==> src/shared/ocs_params.svh <==
// Constants of the oscillator start-up and slow clock select block.
// Assumes a single 10 MHz system clock and a synchronous active-high reset.
`ifndef OCS_PARAMS_SVH
`define OCS_PARAMS_SVH

// ****************************************************************
// Clock figures
// ****************************************************************
`define OCS_CLK_PERIOD_NS 100
`define OCS_MAIN_CLK_NOM_HZ 12000000
`define OCS_SLOW_CLK_NOM_MHZ_X1000 32768
`define OCS_SLOW_MAX_KHZ 100

// ****************************************************************
// Start-up timers
// ****************************************************************
`define OCS_MAIN_TMR_W 14
`define OCS_SLOW_TMR_W 6
`define OCS_MAIN_TMR_PRESET 14'h3FFF
`define OCS_SLOW_TMR_PRESET 6'h3F
`define OCS_MAIN_STARTUP_CYCLES 32768
`define OCS_MAIN_TMR_STEPS 16384

// ****************************************************************
// Toggle detector
// ****************************************************************
`define OCS_TOGGLE_TIMEOUT_NS 100000
`define OCS_TOGGLE_TIMEOUT_CYC (`OCS_TOGGLE_TIMEOUT_NS / `OCS_CLK_PERIOD_NS)
`define OCS_TOGGLE_CNT_W 10

// ****************************************************************
// Register map and fields
// ****************************************************************
`define OCS_ADDR_W 4
`define OCS_DATA_W 32
`define OCS_REG_CTRL 4'h0
`define OCS_REG_PRESC 4'h1
`define OCS_REG_STATUS 4'h2
`define OCS_CTRL_SEL_OSC_BIT 0
`define OCS_CTRL_RESET 1'h0
`define OCS_PRESC_W 8
`define OCS_PRESC_RESET 8'h00
`define OCS_STAT_MAIN_GOOD_BIT 0
`define OCS_STAT_SLOW_GOOD_BIT 1
`define OCS_STAT_TOGGLING_BIT 2
`define OCS_STAT_SRC_OSC_BIT 3

`endif

==> src/shared/ocs_pkg.sv <==
// Types of the oscillator start-up and slow clock select block.
// Assumes ocs_params.svh is on the include path.
`include "ocs_params.svh"

package ocs_pkg;

  // ****************************************************************
  // Carriers
  // ****************************************************************
  typedef struct packed {
    logic stop_main;
    logic stop_slow;
  } ocs_pmm_req_t;

  typedef struct packed {
    logic src_osc;
    logic toggling;
    logic slow_good;
    logic main_good;
  } ocs_status_t;

  // Gray coded along prescaled -> oscillator -> prescaled
  typedef enum logic [0:0] {
    OCS_SRC_PRESCALED = 1'b0,
    OCS_SRC_OSC = 1'b1
  } ocs_src_t;

endpackage : ocs_pkg

==> src/logic/ocs_clock_ctrl.sv <==
// Oscillator start-up timers, main-clock slow clock prescaler and slow clock select.
// Assumes stop requests come from power management logic on clk_sys, and that
// the slow oscillator and reset pins are asynchronous.
//
// Our own choices: the register addresses and the strobed register port.
`timescale 1ns/1ps
`include "ocs_params.svh"

module ocs_clock_ctrl #(
  parameter int MAIN_STARTUP_CYCLES = `OCS_MAIN_STARTUP_CYCLES
) (
  input wire logic clk_sys,
  input wire logic rst,
  input wire logic ce,
  input wire ocs_pkg::ocs_pmm_req_t pmm_req,
  input wire logic slow_osc_input_pin,
  input wire logic ext_reset_n_pin,
  input wire logic [`OCS_ADDR_W-1:0] reg_addr,
  input wire logic [`OCS_DATA_W-1:0] reg_wdata,
  input wire logic reg_wr,
  input wire logic reg_rd,
  output logic [`OCS_DATA_W-1:0] reg_rdata_r,
  output logic fast_osc_output_pin,
  output logic slow_osc_output_pin,
  output logic slow_clk_r,
  output logic sys_rst_r,
  output ocs_pkg::ocs_status_t status
);
  import ocs_pkg::*;

  // Main timer steps once per this many system clock cycles
  localparam int MAIN_TICK_DIV = MAIN_STARTUP_CYCLES / `OCS_MAIN_TMR_STEPS;
  localparam logic [7:0] MAIN_TICK_LAST = 8'(MAIN_TICK_DIV - 1);
  localparam logic [`OCS_TOGGLE_CNT_W-1:0] TOGGLE_LAST = `OCS_TOGGLE_CNT_W'(`OCS_TOGGLE_TIMEOUT_CYC);

  logic [1:0] sync1_r;
  logic [1:0] sync2_r;
  logic [1:0] sync3_r;
  logic slow_filt_r;
  logic ext_rst_n_filt_r;
  logic slow_filt_d_r;
  logic slow_rise;
  logic [7:0] main_tick_r;
  logic main_step;
  logic [`OCS_MAIN_TMR_W-1:0] main_cnt;
  logic [`OCS_SLOW_TMR_W-1:0] slow_cnt;
  logic main_good;
  logic slow_good;
  logic [`OCS_TOGGLE_CNT_W-1:0] idle_cnt_r;
  logic toggling_r;
  logic sel_osc_r;
  logic [`OCS_PRESC_W-1:0] presc_val_r;
  logic [`OCS_PRESC_W-1:0] presc_cnt_r;
  logic presc_clk_r;
  ocs_src_t src_r;
  ocs_src_t src_nxt;

  // ****************************************************************
  // Pin synchronisers
  // ****************************************************************
  // Bit 0 slow oscillator, bit 1 reset pin; stage 1 feeds stage 2 only
  always_ff @(posedge clk_sys)
  begin
    if (rst)
    begin
      sync1_r <= 2'h0;
      sync2_r <= 2'h0;
      sync3_r <= 2'h0;
    end
    else if (ce)
    begin
      sync1_r <= {ext_reset_n_pin, slow_osc_input_pin};
      sync2_r <= sync1_r;
      sync3_r <= sync2_r;
    end
  end

  // A change counts once stages two and three agree
  always_ff @(posedge clk_sys)
  begin
    if (rst)
    begin
      slow_filt_r <= 1'b0;
      ext_rst_n_filt_r <= 1'b0;
      slow_filt_d_r <= 1'b0;
    end
    else if (ce)
    begin
      if (sync2_r[0] == sync3_r[0])
      begin
        slow_filt_r <= sync3_r[0];
      end
      if (sync2_r[1] == sync3_r[1])
      begin
        ext_rst_n_filt_r <= sync3_r[1];
      end
      slow_filt_d_r <= slow_filt_r;
    end
  end

  assign slow_rise = slow_filt_r && !slow_filt_d_r;

  // ****************************************************************
  // Oscillator enables and start-up timers
  // ****************************************************************
  // Oscillators run whenever their stop request is low
  always_ff @(posedge clk_sys)
  begin
    if (rst)
    begin
      fast_osc_output_pin <= 1'b0;
      slow_osc_output_pin <= 1'b0;
    end
    else if (ce)
    begin
      fast_osc_output_pin <= !pmm_req.stop_main;
      slow_osc_output_pin <= !pmm_req.stop_slow;
    end
  end

  // Scales timer steps so the full count spans the start-up cycle figure
  always_ff @(posedge clk_sys)
  begin
    if (rst)
    begin
      main_tick_r <= 8'h00;
    end
    else if (ce)
    begin
      if (pmm_req.stop_main || main_step)
      begin
        main_tick_r <= 8'h00;
      end
      else
      begin
        main_tick_r <= main_tick_r + 8'h01;
      end
    end
  end

  assign main_step = (main_tick_r == MAIN_TICK_LAST);

  ocs_startup_timer #(
    .WIDTH(`OCS_MAIN_TMR_W)
  ) u_main_tmr (
    .clk_sys(clk_sys),
    .rst(rst),
    .ce(ce),
    .stop(pmm_req.stop_main),
    .step(main_step),
    .cnt_r(main_cnt),
    .good(main_good)
  );

  // Slow timer counts real oscillator edges, so a crystal that never starts never reports good
  ocs_startup_timer #(
    .WIDTH(`OCS_SLOW_TMR_W)
  ) u_slow_tmr (
    .clk_sys(clk_sys),
    .rst(rst),
    .ce(ce),
    .stop(pmm_req.stop_slow),
    .step(slow_rise),
    .cnt_r(slow_cnt),
    .good(slow_good)
  );

  // ****************************************************************
  // Internal reset
  // ****************************************************************
  always_ff @(posedge clk_sys)
  begin
    if (rst)
    begin
      sys_rst_r <= 1'b1;
    end
    else if (ce)
    begin
      sys_rst_r <= !(main_good && ext_rst_n_filt_r);
    end
  end

  // ****************************************************************
  // Toggle detector
  // ****************************************************************
  // Toggling while an edge was seen within the timeout window
  always_ff @(posedge clk_sys)
  begin
    if (rst)
    begin
      idle_cnt_r <= '0;
      toggling_r <= 1'b0;
    end
    else if (ce)
    begin
      if (slow_rise)
      begin
        idle_cnt_r <= '0;
        toggling_r <= 1'b1;
      end
      else if (idle_cnt_r == TOGGLE_LAST)
      begin
        toggling_r <= 1'b0;
      end
      else
      begin
        idle_cnt_r <= idle_cnt_r + `OCS_TOGGLE_CNT_W'(1);
      end
    end
  end

  // ****************************************************************
  // Register port
  // ****************************************************************
  always_ff @(posedge clk_sys)
  begin
    if (rst)
    begin
      sel_osc_r <= `OCS_CTRL_RESET;
      presc_val_r <= `OCS_PRESC_RESET;
    end
    else if (ce && reg_wr)
    begin
      if (reg_addr == `OCS_REG_CTRL)
      begin
        sel_osc_r <= reg_wdata[`OCS_CTRL_SEL_OSC_BIT];
      end
      if (reg_addr == `OCS_REG_PRESC)
      begin
        presc_val_r <= reg_wdata[`OCS_PRESC_W-1:0];
      end
    end
  end

  assign status.main_good = main_good;
  assign status.slow_good = slow_good;
  assign status.toggling = toggling_r;
  assign status.src_osc = (src_r == OCS_SRC_OSC);

  // Unmapped addresses read as zero
  always_ff @(posedge clk_sys)
  begin
    if (rst)
    begin
      reg_rdata_r <= '0;
    end
    else if (ce)
    begin
      reg_rdata_r <= '0;
      if (reg_rd)
      begin
        case (reg_addr)
          `OCS_REG_CTRL: reg_rdata_r[`OCS_CTRL_SEL_OSC_BIT] <= sel_osc_r;
          `OCS_REG_PRESC: reg_rdata_r[`OCS_PRESC_W-1:0] <= presc_val_r;
          `OCS_REG_STATUS: reg_rdata_r[3:0] <= status;
          default: reg_rdata_r <= '0;
        endcase
      end
    end
  end

  // ****************************************************************
  // Slow clock source select
  // ****************************************************************
  // Falls back to the prescaler as soon as the oscillator stops toggling
  always_comb
  begin
    src_nxt = src_r;
    case (src_r)
      OCS_SRC_PRESCALED:
      begin
        if (sel_osc_r && toggling_r && slow_good)
        begin
          src_nxt = OCS_SRC_OSC;
        end
      end
      OCS_SRC_OSC:
      begin
        if (!sel_osc_r || !toggling_r)
        begin
          src_nxt = OCS_SRC_PRESCALED;
        end
      end
      default: src_nxt = OCS_SRC_PRESCALED;
    endcase
  end

  always_ff @(posedge clk_sys)
  begin
    if (rst)
    begin
      src_r <= OCS_SRC_PRESCALED;
    end
    else if (ce)
    begin
      src_r <= src_nxt;
    end
  end

  // ****************************************************************
  // Main clock prescaler
  // ****************************************************************
  // Output toggles every N+1 cycles: divisor 2*(N+1), 2 to 512
  always_ff @(posedge clk_sys)
  begin
    if (rst)
    begin
      presc_cnt_r <= '0;
      presc_clk_r <= 1'b0;
    end
    else if (ce)
    begin
      if (src_r == OCS_SRC_OSC)
      begin
        presc_cnt_r <= '0;
        presc_clk_r <= 1'b0;
      end
      else if (presc_cnt_r == '0)
      begin
        presc_cnt_r <= presc_val_r;
        presc_clk_r <= !presc_clk_r;
      end
      else
      begin
        presc_cnt_r <= presc_cnt_r - `OCS_PRESC_W'(1);
      end
    end
  end

  always_ff @(posedge clk_sys)
  begin
    if (rst)
    begin
      slow_clk_r <= 1'b0;
    end
    else if (ce)
    begin
      slow_clk_r <= (src_r == OCS_SRC_OSC) ? slow_filt_r : presc_clk_r;
    end
  end
endmodule : ocs_clock_ctrl

==> src/logic/ocs_startup_timer.sv <==
// Start-up countdown timer for one oscillator.
// Assumes stop comes from logic on clk_sys; step is a one-cycle count pulse.
`timescale 1ns/1ps

module ocs_startup_timer #(
  parameter int WIDTH = 6
) (
  input wire logic clk_sys,
  input wire logic rst,
  input wire logic ce,
  input wire logic stop,
  input wire logic step,
  output logic [WIDTH-1:0] cnt_r,
  output logic good
);
  import ocs_pkg::*;

  // Preset while stopped, count down after release, hold at zero
  always_ff @(posedge clk_sys)
  begin
    if (rst)
    begin
      cnt_r <= '1;
    end
    else if (ce)
    begin
      if (stop)
      begin
        cnt_r <= '1;
      end
      else if (step && (cnt_r != '0))
      begin
        cnt_r <= cnt_r - WIDTH'(1);
      end
    end
  end

  assign good = (cnt_r == '0) && !stop;

endmodule : ocs_startup_timer

==> config.mk <==
export PLATFORM = sky130hd
export DESIGN_NAME = ocs_clock_ctrl
export DESIGN_NICKNAME = d
export VERILOG_FILES = /design/src/shared/ocs_pkg.sv /design/src/logic/ocs_clock_ctrl.sv /design/src/logic/ocs_startup_timer.sv
export VERILOG_INCLUDE_DIRS = /design/src /design/src/shared
export SDC_FILE = /design/constraint.sdc
export NUM_CORES = 1
export LEC_CHECK = 0
export BUFFER_PORTS_ARGS = -buffer_cell sky130_fd_sc_hd__buf_2
export CAP_MARGIN = 20
export CELL_PAD_IN_SITES_DETAIL_PLACEMENT = 1
export CELL_PAD_IN_SITES_GLOBAL_PLACEMENT = 2
export CORE_MARGIN = 5
export CORE_UTILIZATION = 32
export DETAILED_ROUTE_END_ITERATION = 12
export PLACE_DENSITY = 0.89
export RECOVER_POWER = 50
export SETUP_SLACK_MARGIN = 0.02
export SLEW_MARGIN = 10
export SYNTH_ARGS = -nofsm -noshare
export SYNTH_HDL_FRONTEND = slang
export SYNTH_SLANG_ARGS = --single-unit
==> constraint.sdc <==
create_clock -name clk_sys -period 2.63 [get_ports clk_sys]
set_input_delay 0.526 -clock clk_sys [delete_from_list [all_inputs] [get_ports clk_sys]]
set_output_delay 0.526 -clock clk_sys [all_outputs]
set_load 0.05 [all_outputs]
==> results.txt <==
Status - completed
DRT iter0 DRCs - 207
Hold_buf cts - 0
Deepest clock path buffer count - 2
Vias/cell - 5.00
Worst Path Arrival - 1.94 ns
Initial DRT Pass Iterations - 6
Hold Crit Class - input port to register
Post-cts repair resize count - 0
Worst R2R Path Depth - 6
Die Ht - 122 um
Top cell type's share of synthesized area - 39.3%
Most used DFF post-synth - dfxtp_1
Synthesized instance count - 460
Clock Skews - 0.00593 ns
Synth area leader - dfxtp_1
Vias in the first global route - 3,435
WL/cell - 15.1 um
Seq pwr share - 38.9%
Area grow syn2layout - 12.9%
Post-synth EDFFs - 0
Setup violations, final - 0
Most frequent cell after synthesis - dfxtp_1
Fin nets - 548
GP Congestion - 0.816
Startpoint types - register
CP Capture Type - output pin
Warnings, synthesis - 0
RSZ-0062 raised after global routing - false
Slew of the pin with the lowest slew margin - 1.11 ns
FMAX - 405 MHz
Avg Synthesized Cell Area - 8.76 sq um
Library cells used by synthesis - 65
Worst-skew pair later-pin latency - 0.33 ns
Register bit total from synthesis - 79
Total track usage - 13.9%
Initial antenna violation count - 0
Critical path fanouts, max - 3
Setup TNS - 0 ns
Post-synthesis sequential area ratio - 39.3%
Clock Power Share - 33.3%
Clock transition at path regs - 0.06 ns
Final period util - 93.8%
Sw Ratio - 33.1%
First-pass GRT wire length - 16,800 um
Net Sw Power - 0.00116 W
Total Wirelength - 10,100 um
Commonest cells post-synth - dfxtp_1 (79), nor2_1 (63), buf_4 (30), nand2_1 (24), mux2i_1 (22)
DRT antenna net count - 0
Drc violations - 0
Slew HR - 26.1%
Port-buffer cells - 36
Worst Setup Path Type - register to output pin
Diodes inserted - 0
Die ar. - 0.0149 sq mm
Hpwl dp - 7300 um
Fraction of final layout cells sized beyond drive strength 1 - 12.9%
Max Cap Viol - 0
Req. time, crit path - 2.10 ns
Root Buffer - clkbuf_16
Asr flop ratio synth - 0%
Hold path cells - 3
Initial core utilization - 32.3%
Internal power - 0.00234 W
Die Span X - 122 um
Hold_ws - 0.420 ns
Core area - 0.0125 sq mm
Top cells by area, synth - dfxtp_1 (39%), nor2_1 (5.9%), buf_4 (5.6%)
Post CTS Setup Buffer Count - 0
DR vias - 3,353
Grt total ovfl - 0
P_leak - 1.79 nW
Power per cell area - 770 mW/mm^2
Max IR drop VDD - 0.000355 V
Largest net degree at the start of global routing - 31
# IOs - 85
Gate power share - 27.8%
Max Transition Viols Final - 0
Final min period - 2.47 ns
Clock sinks - 79
TritonCTS Buffers - 9
CTS tree - yes
Hold Fails Final Rpt - 0
Rows - 41
H-tree depth - 3
Synthesized cell area - 0.00403 sq mm
[metrics by stage]
stage | instance area, sq um | power (W) | setup slack, ns | std cells | utilization (%)
after floorplan | 4120 | 0.00212 | 0.584 | 483 | -
after global routing | 4550 | 0.00369 | 0.0465 | 670 | 36.5
after detailed placement | 4300 | 0.00235 | 0.405 | 654 | 34.5
after CTS | 4570 | 0.00353 | 0.143 | 670 | 36.7
final | 4550 | 0.00350 | 0.163 | 670 | 36.5
after global placement | 4300 | 0.00230 | 0.400 | 654 | 34.5
[placed cells by master, fill, tap and decap left out, types with 8 or more instances in the layout]
master	n
o21ai_0	15
clkbuf_1	16
inv_1	16
ha_1	10
a21oi_1	20
mux2i_1	22
o31ai_1	10
dfxtp_1	79
nand2_1	24
nand4_1	8
buf_2	23
nand3_1	15
buf_4	10
conb_1	24
nor2_1	63
clkbuf_16	9
nor3_1	9
[final timing paths]
kind | startpoint | end | slack [ns]
max | u_slow_tmr.cnt_r[0] | status[1] | 0.16
min | reg_wdata[5] | presc_val_r[5] | 0.42
max reg2reg | presc_cnt_r[0] | presc_cnt_r[4] | 0.53
min reg2reg | slow_osc_output_pin | slow_osc_output_pin | 0.45
[registers in the layout, indices dropped and copies added (netlist names), 2 cells and up]
signal and cells:
presc_val_r 8, sync1_r 2, u_slow_tmr.cnt_r 6, u_main_tmr.cnt_r 14, sync2_r 2, main_tick_r 8
sync3_r 2, presc_cnt_r 8, reg_rdata_r 8, idle_cnt_r 10
[critical path, cell delays in order, from the launching register on]
cell and delay, ns:
dfxtp_1 0.30, inv_1 0.11, ha_1 0.17, or4b_2 0.60, nor2_1 0.14, buf_2 0.28
[metal layers]
layer / share of wire [%] / GRT usage (%) / wire (um) / vias to the layer above
met5: 0 / 0 / 0 / -
met4: 1.2 / 3.78 / 122 / 0
met3: 3.6 / 3.16 / 360 / 10
met2: 50 / 24.3 / 5080 / 46
met1: 45 / 17.3 / 4570 / 1634
li1: - / - / - / 1663
[area by class of cell]
type | instances | area, sq um
Clock buffer | 12 | 256
Clock inverter | 4 | 20.0
Fill cell | 1502 | 7920
Inverter | 17 | 63.8
Multi-Input combinational cell | 338 | 2160
Sequential cell | 79 | 1580
Tap cell | 172 | 215
Timing Repair Buffer | 48 | 246
[power groups by stage]
stage	clock network [W]	registers (W)	logic [W]
after floorplan	0	0.00137	0.000749
after global placement	0	0.00138	0.000924
after detailed placement	0	0.00139	0.000962
after CTS	0.00119	0.00136	0.000971
after global routing	0.00124	0.00138	0.00108
final	0.00117	0.00136	0.000974
[kinds of logic (layout without fill, tap and decap cells)]
family          Yosys count  after routing  synth area share [%]
compound gates           85             85                  14.1
flops                    79             79                  39.3
fa+ha+maj                10             10                  3.11
mux                      23             23                  5.75
other cells               1             24                0.0931
xor+xnor                 14             14                  3.04
buf+inv                  66             81                  9.16
simple gates            182            182                  25.5
No activity file was read; power rests on OpenSTA's default activity.
